## config.mk

```make
export PLATFORM = sky130hd
export DESIGN_NAME = dep_engine
export DESIGN_NICKNAME = d
export VERILOG_FILES = /design/src/verilog/dep_pkg.sv /design/src/verilog/dep_cursor_if.sv /design/src/verilog/dep_engine.sv /design/src/verilog/dep_digit_cursor.sv
export VERILOG_INCLUDE_DIRS = /design/src /design/src/verilog
export SDC_FILE = /design/constraint.sdc
export NUM_CORES = 1
export LEC_CHECK = 0
export ABC_AREA = 0
export BUFFER_PORTS_ARGS = -buffer_cell sky130_fd_sc_hd__buf_2
export CAP_MARGIN = 40
export CORE_MARGIN = 3
export CORE_UTILIZATION = 60
export CTS_BUF_LIST = sky130_fd_sc_hd__clkbuf_4
export CTS_CLUSTER_DIAMETER = 120
export DETAILED_ROUTE_END_ITERATION = 10
export PLACE_DENSITY = 0.82
export SETUP_SLACK_MARGIN = 0.15
export SYNTH_ARGS = -nofsm -noshare
export SYNTH_HDL_FRONTEND = slang
export SYNTH_SLANG_ARGS = --single-unit
export TNS_END_PERCENT = 1
```

## constraint.sdc

```tcl
create_clock -name clk_sys -period 6.7 [get_ports clk_sys]
set_clock_uncertainty 0.05 [all_clocks]
set_input_delay 0.67 -clock clk_sys [delete_from_list [all_inputs] [get_ports clk_sys]]
set_output_delay 0.67 -clock clk_sys [all_outputs]
set_load 0.02 [all_outputs]
```

## src/verilog/dep_consts.svh

```systemverilog
// constants of the decimal edit pattern engine: opcodes, characters,
// holder field positions. assumes inclusion by bare name from design files.
`ifndef DEP_CONSTS_SVH
`define DEP_CONSTS_SVH
`define DEP_OP_STOP        8'h00
`define DEP_OP_CLOSE_FLOAT 8'h01
`define DEP_OP_DROP_SIG    8'h02
`define DEP_OP_FORCE_SIG   8'h03
`define DEP_OP_EMIT_SIGN   8'h04
`define DEP_OP_SET_FILL    8'h40
`define DEP_OP_SET_SIGN    8'h41
`define DEP_OP_SET_POS     8'h42
`define DEP_OP_SET_NEG     8'h43
`define DEP_OP_LITERAL     8'h44
`define DEP_OP_PATCH       8'h46
`define DEP_GRP_FILL       4'h8
`define DEP_GRP_MOVE       4'h9
`define DEP_GRP_FLOAT      4'ha
`define DEP_FILL_RST       8'h20
`define DEP_SIGN_POS       8'h20
`define DEP_SIGN_NEG       8'h2d
`define DEP_CHAR_ZERO      8'h30
`define DEP_NEG_NIB_A      4'hb
`define DEP_NEG_NIB_B      4'hd
`define DEP_FILL_LSB       0
`define DEP_FILL_MSB       7
`define DEP_SIGN_LSB       8
`define DEP_SIGN_MSB       15
`endif

```

## src/verilog/dep_pkg.sv

```systemverilog
// types of the decimal edit pattern engine.
// assumes nothing beyond a SystemVerilog compiler.
package dep_pkg;
  typedef enum logic [2:0]
  {
    ST_IDLE,
    ST_SIGN,
    ST_FETCH,
    ST_ARG,
    ST_DIGIT,
    ST_WRITE
  } dep_state_type;
endpackage

```

## src/verilog/dep_cursor_if.sv

```systemverilog
// carrier between the engine and its source digit cursor.
// assumes both ends use the same address and length widths.
`timescale 1ns/100ps
interface dep_cursor_if #(parameter int AW = 32, parameter int LW = 5);
  logic          load;
  logic          advance;
  logic [AW-1:0] base;
  logic [LW-1:0] len;
  logic [AW-1:0] byte_addr;
  logic          hi_nib;
  logic          empty;
  modport engine (output load, advance, base, len,
                  input  byte_addr, hi_nib, empty);
  modport cursor (input  load, advance, base, len,
                  output byte_addr, hi_nib, empty);
endinterface

```

## src/verilog/dep_engine.sv

```systemverilog
// decimal edit pattern engine: runs the pattern operator stream of the
// packed-to-character edit. assumes a byte memory port whose ack is a
// one-cycle pulse answering a held request; addresses are byte addresses.
`timescale 1ns/100ps
`include "dep_consts.svh"
module dep_engine #(parameter int AW = 32, parameter int LW = 5)
(
  input  wire logic              clk_sys,
  input  wire logic              rst,
  input  wire logic              ce,
  input  wire logic              start,
  input  wire logic [LW-1:0]     src_len,
  input  wire logic [AW-1:0]     src_addr,
  input  wire logic [AW-1:0]     pat_addr,
  input  wire logic [AW-1:0]     dst_addr,
  output logic                   mem_req,
  output logic                   mem_we,
  output logic [AW-1:0]          mem_addr,
  output logic [7:0]             mem_wdata,
  input  wire logic              mem_ack,
  input  wire logic [7:0]        mem_rdata,
  output logic                   busy,
  output logic                   done,
  output logic                   bad_op,
  output logic                   signif,
  output logic                   zero_flag,
  output logic                   negative,
  output logic [15:0]            fill_sign_holder,
  output logic [AW-1:0]          dst_next
);
  import dep_pkg::*;

  if (AW < 8 || LW < 1 || LW > 8)
  begin : bad_params
    $error("dep_engine: unsupported AW or LW");
  end

  dep_state_type state_ff;
  logic [AW-1:0] pat_ff;
  logic [AW-1:0] dst_ff;
  logic [7:0]    op_ff;
  logic [3:0]    cnt_ff;
  logic [15:0]   holder_ff;
  logic          signif_ff;
  logic          zero_ff;
  logic          neg_ff;
  logic          busy_ff;
  logic          done_ff;
  logic          bad_ff;
  logic          adv_ff;
  logic          pend_ff;
  logic [7:0]    pend_ch_ff;
  logic [AW-1:0] addr_ff;
  logic [7:0]    wdata_ff;
  logic          we_ff;
  logic [3:0]    digit;
  logic          dig_go;
  logic [7:0]    fill_ch;
  logic [7:0]    sign_ch;
  logic [7:0]    dig_ch;
  logic [AW-1:0] dst_after;

  dep_cursor_if #(.AW(AW), .LW(LW)) cur_if ();

  dep_digit_cursor #(.AW(AW), .LW(LW)) u_cursor
  (
    .clk_sys (clk_sys),
    .rst     (rst),
    .ce      (ce),
    .cur     (cur_if.cursor)
  );

  function automatic logic is_rep(input logic [7:0] op, input logic [3:0] g);
    is_rep = (op[7:4] == g) && (op[3:0] != 4'h0);
  endfunction

  function automatic logic needs_arg(input logic [7:0] op);
    needs_arg = (op[7:3] == 5'b01000) && (op[2:0] != 3'h5) &&
                (op[2:0] != 3'h7);
  endfunction

  assign fill_ch   = holder_ff[`DEP_FILL_MSB:`DEP_FILL_LSB];
  assign sign_ch   = holder_ff[`DEP_SIGN_MSB:`DEP_SIGN_LSB];
  // exhausted source reads as zero digits without a memory cycle
  assign digit     = cur_if.empty ? 4'h0 :
                     (cur_if.hi_nib ? mem_rdata[7:4] : mem_rdata[3:0]);
  assign dig_go    = (state_ff == ST_DIGIT) && (mem_ack || cur_if.empty);
  assign dig_ch    = (signif_ff || digit != 4'h0) ?
                     (`DEP_CHAR_ZERO | {4'h0, digit}) : fill_ch;
  assign dst_after = adv_ff ? dst_ff + 1'b1 : dst_ff;

  assign cur_if.load    = ce && (state_ff == ST_IDLE) && start;
  assign cur_if.advance = ce && dig_go;
  assign cur_if.base    = src_addr;
  assign cur_if.len     = src_len;

  assign mem_req = busy_ff && (state_ff != ST_IDLE) &&
                   !((state_ff == ST_DIGIT) && cur_if.empty);
  assign mem_we           = we_ff;
  assign mem_addr         = addr_ff;
  assign mem_wdata        = wdata_ff;
  assign busy             = busy_ff;
  assign done             = done_ff;
  assign bad_op           = bad_ff;
  assign signif           = signif_ff;
  assign zero_flag        = zero_ff;
  assign negative         = neg_ff;
  assign fill_sign_holder = holder_ff;
  assign dst_next         = dst_ff;

  always_ff @(posedge clk_sys or posedge rst)
    if (rst)
    begin
      state_ff   <= ST_IDLE;
      pat_ff     <= '0;
      dst_ff     <= '0;
      op_ff      <= 8'h00;
      cnt_ff     <= 4'h0;
      holder_ff  <= {`DEP_SIGN_POS, `DEP_FILL_RST};
      signif_ff  <= 1'b0;
      zero_ff    <= 1'b1;
      neg_ff     <= 1'b0;
      busy_ff    <= 1'b0;
      done_ff    <= 1'b0;
      bad_ff     <= 1'b0;
      adv_ff     <= 1'b0;
      pend_ff    <= 1'b0;
      pend_ch_ff <= 8'h00;
      addr_ff    <= '0;
      wdata_ff   <= 8'h00;
      we_ff      <= 1'b0;
    end
    else if (ce)
    begin
      done_ff <= 1'b0;
      unique case (state_ff)
        ST_IDLE:
          if (start)
          begin
            pat_ff   <= pat_addr;
            dst_ff   <= dst_addr;
            busy_ff  <= 1'b1;
            bad_ff   <= 1'b0;
            we_ff    <= 1'b0;
            // sign nibble sits in the low half of the last byte
            addr_ff  <= src_addr + AW'(src_len[LW-1:1]);
            state_ff <= ST_SIGN;
          end
        ST_SIGN:
          if (mem_ack)
          begin
            neg_ff    <= (mem_rdata[3:0] == `DEP_NEG_NIB_A) ||
                         (mem_rdata[3:0] == `DEP_NEG_NIB_B);
            holder_ff <= {((mem_rdata[3:0] == `DEP_NEG_NIB_A) ||
                           (mem_rdata[3:0] == `DEP_NEG_NIB_B)) ?
                          `DEP_SIGN_NEG : `DEP_SIGN_POS, `DEP_FILL_RST};
            signif_ff <= 1'b0;
            zero_ff   <= 1'b1;
            addr_ff   <= pat_ff;
            state_ff  <= ST_FETCH;
          end
        ST_FETCH:
          if (mem_ack)
          begin
            op_ff   <= mem_rdata;
            pat_ff  <= pat_ff + 1'b1;
            addr_ff <= pat_ff + 1'b1;
            cnt_ff  <= mem_rdata[3:0];
            adv_ff  <= 1'b1;
            if (mem_rdata == `DEP_OP_STOP)
            begin
              busy_ff  <= 1'b0;
              done_ff  <= 1'b1;
              state_ff <= ST_IDLE;
            end
            else if (mem_rdata == `DEP_OP_CLOSE_FLOAT)
            begin
              if (!signif_ff)
              begin
                signif_ff <= 1'b1;
                addr_ff   <= dst_ff;
                wdata_ff  <= sign_ch;
                we_ff     <= 1'b1;
                state_ff  <= ST_WRITE;
              end
            end
            else if (mem_rdata == `DEP_OP_DROP_SIG)
              signif_ff <= 1'b0;
            else if (mem_rdata == `DEP_OP_FORCE_SIG)
              signif_ff <= 1'b1;
            else if (mem_rdata == `DEP_OP_EMIT_SIGN)
            begin
              addr_ff  <= dst_ff;
              wdata_ff <= sign_ch;
              we_ff    <= 1'b1;
              state_ff <= ST_WRITE;
            end
            else if (needs_arg(mem_rdata))
              state_ff <= ST_ARG;
            else if (is_rep(mem_rdata, `DEP_GRP_FILL))
            begin
              cnt_ff   <= mem_rdata[3:0] - 4'h1;
              addr_ff  <= dst_ff;
              wdata_ff <= fill_ch;
              we_ff    <= 1'b1;
              state_ff <= ST_WRITE;
            end
            else if (is_rep(mem_rdata, `DEP_GRP_MOVE) ||
                     is_rep(mem_rdata, `DEP_GRP_FLOAT))
            begin
              addr_ff  <= cur_if.byte_addr;
              state_ff <= ST_DIGIT;
            end
            else
            begin
              // unknown operator: stop rather than guess at its length
              bad_ff   <= 1'b1;
              busy_ff  <= 1'b0;
              done_ff  <= 1'b1;
              state_ff <= ST_IDLE;
            end
          end
        ST_ARG:
          if (mem_ack)
          begin
            pat_ff   <= pat_ff + 1'b1;
            addr_ff  <= pat_ff + 1'b1;
            state_ff <= ST_FETCH;
            unique case (op_ff)
              `DEP_OP_SET_FILL:
                holder_ff[`DEP_FILL_MSB:`DEP_FILL_LSB] <= mem_rdata;
              `DEP_OP_SET_SIGN:
                holder_ff[`DEP_SIGN_MSB:`DEP_SIGN_LSB] <= mem_rdata;
              `DEP_OP_SET_POS:
                if (!neg_ff)
                  holder_ff[`DEP_SIGN_MSB:`DEP_SIGN_LSB] <= mem_rdata;
              `DEP_OP_SET_NEG:
                if (neg_ff)
                  holder_ff[`DEP_SIGN_MSB:`DEP_SIGN_LSB] <= mem_rdata;
              `DEP_OP_LITERAL:
              begin
                addr_ff  <= dst_ff;
                wdata_ff <= signif_ff ? mem_rdata : fill_ch;
                we_ff    <= 1'b1;
                state_ff <= ST_WRITE;
              end
              default:
                if (zero_ff)
                begin
                  // length trusted nonzero and inside written output
                  addr_ff  <= dst_ff - AW'(mem_rdata);
                  wdata_ff <= fill_ch;
                  adv_ff   <= 1'b0;
                  we_ff    <= 1'b1;
                  state_ff <= ST_WRITE;
                end
            endcase
          end
        ST_DIGIT:
          if (dig_go)
          begin
            cnt_ff   <= cnt_ff - 4'h1;
            addr_ff  <= dst_ff;
            we_ff    <= 1'b1;
            state_ff <= ST_WRITE;
            if (digit != 4'h0)
            begin
              signif_ff <= 1'b1;
              zero_ff   <= 1'b0;
            end
            if (op_ff[7:4] == `DEP_GRP_FLOAT && digit != 4'h0 && !signif_ff)
            begin
              wdata_ff   <= sign_ch;
              pend_ff    <= 1'b1;
              pend_ch_ff <= dig_ch;
            end
            else
              wdata_ff <= dig_ch;
          end
        ST_WRITE:
          if (mem_ack)
          begin
            dst_ff <= dst_after;
            adv_ff <= 1'b1;
            if (pend_ff)
            begin
              pend_ff  <= 1'b0;
              addr_ff  <= dst_after;
              wdata_ff <= pend_ch_ff;
            end
            else if (op_ff[7:4] == `DEP_GRP_FILL && cnt_ff != 4'h0)
            begin
              cnt_ff  <= cnt_ff - 4'h1;
              addr_ff <= dst_after;
            end
            else if (op_ff[7:5] == 3'b101 - 3'b001 - 3'b000 &&
                     cnt_ff != 4'h0)
            begin
              we_ff    <= 1'b0;
              addr_ff  <= cur_if.byte_addr;
              state_ff <= ST_DIGIT;
            end
            else if ((op_ff[7:4] == `DEP_GRP_MOVE ||
                      op_ff[7:4] == `DEP_GRP_FLOAT) && cnt_ff != 4'h0)
            begin
              we_ff    <= 1'b0;
              addr_ff  <= cur_if.byte_addr;
              state_ff <= ST_DIGIT;
            end
            else
            begin
              we_ff    <= 1'b0;
              addr_ff  <= pat_ff;
              state_ff <= ST_FETCH;
            end
          end
        default:
          state_ff <= ST_IDLE;
      endcase
    end
endmodule

```

## src/verilog/dep_digit_cursor.sv

```systemverilog
// source digit cursor: tracks which packed decimal digit comes next.
// assumes load and advance are one-cycle strobes qualified by ce.
`timescale 1ns/100ps
module dep_digit_cursor #(parameter int AW = 32, parameter int LW = 5)
(
  input  wire logic       clk_sys,
  input  wire logic       rst,
  input  wire logic       ce,
  dep_cursor_if.cursor    cur
);
  logic [AW-1:0] base_ff;
  logic [LW-1:0] len_ff;
  logic [LW-1:0] idx_ff;
  logic [LW:0]   pos;

  always_ff @(posedge clk_sys or posedge rst)
    if (rst)
    begin
      base_ff <= '0;
      len_ff  <= '0;
    end
    else if (ce && cur.load)
    begin
      base_ff <= cur.base;
      len_ff  <= cur.len;
    end

  always_ff @(posedge clk_sys or posedge rst)
    if (rst)
      idx_ff <= '0;
    else if (ce && cur.load)
      idx_ff <= '0;
    else if (ce && cur.advance && !cur.empty)
      idx_ff <= idx_ff + 1'b1;

  // even digit counts carry a pad nibble ahead of the first digit
  assign pos           = {1'b0, idx_ff} + {{LW{1'b0}}, ~len_ff[0]};
  assign cur.byte_addr = base_ff + AW'(pos[LW:1]);
  assign cur.hi_nib    = ~pos[0];
  assign cur.empty     = (idx_ff >= len_ff);
endmodule

```

==> run metrics <==
CORE AREA 0.0271 mm2; Net Count, Synth 2346; Worst-Margin Slew 1010 ps; wire length of the first global-routing pass 113000 um; # rows 60; hpwl dp 55200 um; drt wl/cell 28.8 um; hold depth 3; drt total wl 76800 um; mapped cell area 0.0166 mm2; Pre-antenna DRT Iters 7; Buffers on Ports 209; sequential cell area fraction in the yosys report 29.2%; Vias/cell 7.37; grt ovf 0; number of flops mapped to enable cells by yosys 0; status completed; slowest CP cell a311oi_1; Cell Pwr Density 470 mW/mm2; HP Class input pin to flip-flop; Fmax 239 MHz; post-synth cell types 93; worst reg2reg path depth 13; num ports 210; Root Driver clkbuf_4; ANT nets after route 0; commonest non-fill, non-tap cell in the layout nand2_1; Die Height 173 um; Avg Inst Size Synth 7.59 um2; Crit Path Max Fanout 10; Final Hold Viols 0; fill cell count 2275; leakage 7.52 nW; share of cells above drive strength 1 15.1%; worst skew pair latency 660 ps; TNS Setup 0 ps; crit-path leading delay family compound AO/OA/AOI/OAI gates; Max Root-Sink Buffers 2; area of the multi-input gates 0.0109 mm2; initial core utilization 61.4%; cell count after synthesis 2192; H-Tree Depth 4; WP data arrival 4660 ps; CTS Buf Count 17; Worst Path Buf+Inv 0; Post-CTS Resized 0; endpoints failing setup 0; Setup crit start kind flip-flop; top_reg_cell synth dfrtp_1; RSZ-0062 raised after global routing false; Async SR Flop Fraction 100%; via count 19600; Die X 173 um; CTS Hold Buffers Added 1; Tcrit/Tclk final 62.5%; Initial DRC Count 3531; Worst Path Class, Setup flip-flop to flip-flop; register area 0.00486 mm2; Tot GR Track Use 49.5%; CP Capture Type flip-flop; CP Depth 13; clock tree from TritonCTS yes; most frequent cells in the layout nand2_1, a21oi_1, o21ai_0; vias in the first global route 18200; Crit path top cell by count ha_1; Worst slew margin 32.7%; Yosys reg bits 194; Post-CTS Setup Bufs 0; initial antenna violation count 1; Final Max Tran Viols 0; minimum clock period 4190 ps; IR drop worst, VDD 0.000293 V; Final nets 2435; WP data required 7170 ps; Die ar. 0.0298 mm2; Worst Slack Setup Final 2510 ps; Num Clock Sinks 194; Synth-to-Final Area Change 8.99%; worst slack at placement 2450 ps; number of max-cap violations 0; yosys warns 0; DR DRC count 0; largest net degree at the start of global routing 117; CP max stage delay 730 ps; clk slew on worst S/H paths 200 ps; critical-path cell list ha_1 -> ha_1 -> nand3_1 -> xnor2_1 -> ha_1 -> a211oi_1 -> a211oi_2 -> nand3_1 -> xnor2_1 -> nand2_1 -> a31oi_1 -> a311oi_1 -> a21oi_1; Placer Congestion 1.08
## power breakdown
part | internal (mW) | switching, mW | leakage, nW
registers | 1.67 | 1.16 | 2.36
clock network | 0.166 | 0.514 | 0.149
logic | 1.67 | 3.34 | 5.01
## sequential cells by signal (all words and copies together), names as in the netlist
name              cells
adv_ff                1
bad_op                1
busy                  1
cnt_ff                4
done                  1
dst_next             32
fill_sign_holder     16
mem_addr             32
mem_wdata             8
mem_we                1
negative              1
op_ff                 8
pat_ff               32
pend_ch_ff            8
pend_ff               1
signif                1
state_ff              3
u_cursor.base_ff     32
u_cursor.idx_ff       5
u_cursor.len_ff       5
zero_flag             1
## worst register-to-register path, stage by stage, from the launching register on
cell      delay [ps]
dfrtp_1          510
ha_1             230
ha_1             200
nand3_1          110
xnor2_1          200
ha_1             360
a211oi_1         120
a211oi_2         720
nand3_1          180
xnor2_1          230
nand2_1          130
a31oi_1           90
a311oi_1         730
a21oi_1          170
## worst paths after layout
kind	startpoint	end	slack, ps
setup / recovery	u_cursor.idx_ff[0]	mem_addr[16]	2510
min in group asynchronous	rst	u_cursor.len_ff[2]	390
hold / removal	src_addr[3]	u_cursor.base_ff[3]	160
max in group asynchronous	rst	dst_next[26]	5320
setup reg to reg	u_cursor.idx_ff[0]	mem_addr[16]	2510
hold reg to reg	mem_wdata[3]	mem_wdata[3]	450
## through the flow
step	hold WS (ps)	util (%)	total power [mW]	cell area [um2]	cells
floorplan	385	-	5.56	16600	2192
global placement	402	65.2	7.33	17700	2620
detailed placement	416	65.7	7.47	17800	2628
CTS	151	66.8	8.14	18100	2661
global route	143	66.9	8.81	18100	2667
finish	158	66.9	8.52	18100	2667
## Yosys cell counts (all sizes together) (18+ instances only)
master | count | area share [%]
a211oi | 20 | 0.93
xnor2 | 67 | 3.5
xor2 | 75 | 3.9
a221o | 18 | 1.1
a221oi | 40 | 2.1
mux2i | 33 | 2.0
nand4 | 39 | 1.5
a31oi | 23 | 0.86
nand3 | 88 | 2.7
dfrtp | 191 | 29
nor3 | 42 | 1.5
buf | 53 | 1.7
o22ai | 52 | 2.0
and3 | 37 | 1.4
ha | 37 | 2.8
a21oi | 234 | 7.0
nor2 | 161 | 3.6
clkbuf | 131 | 3.0
and4 | 20 | 1.1
o21ai | 221 | 6.7
nand2b | 21 | 0.79
o221ai | 26 | 1.4
inv | 35 | 0.79
nand2 | 287 | 6.5
## area by class of cell
type / count / area share (%)
clock inverter: 15 / 0.800
clock buffer: 17 / 0.703
antenna: 1 / 0.0138
multi-input combinational: 1778 / 60.3
inverter: 36 / 0.786
timing repair buffer: 254 / 8.10
tap: 372 / 2.57
sequential: 194 / 26.8
## routing by layer
metal	wire, um	track usage [%]
met5	0	0
met4	7320	35.9
met3	9650	13.9
met2	33300	74.5
met1	26600	61.1
## cells by family (layout without fill, tap and decap cells)
group / Yosys count / after routing / share of synthesized area, %
AND/OR/NAND/NOR: 777 / 777 / 22.6
adder cells (fa/ha/maj): 40 / 40 / 3.14
flip-flops: 194 / 194 / 29.2
XOR/XNOR: 142 / 142 / 7.47
AO/OA/AOI/OAI: 769 / 769 / 28.8
buffers and inverters: 220 / 322 / 5.50
multiplexers: 50 / 50 / 3.22
other: 0 / 1 / 0
Power figures use the tool's default switching activity.
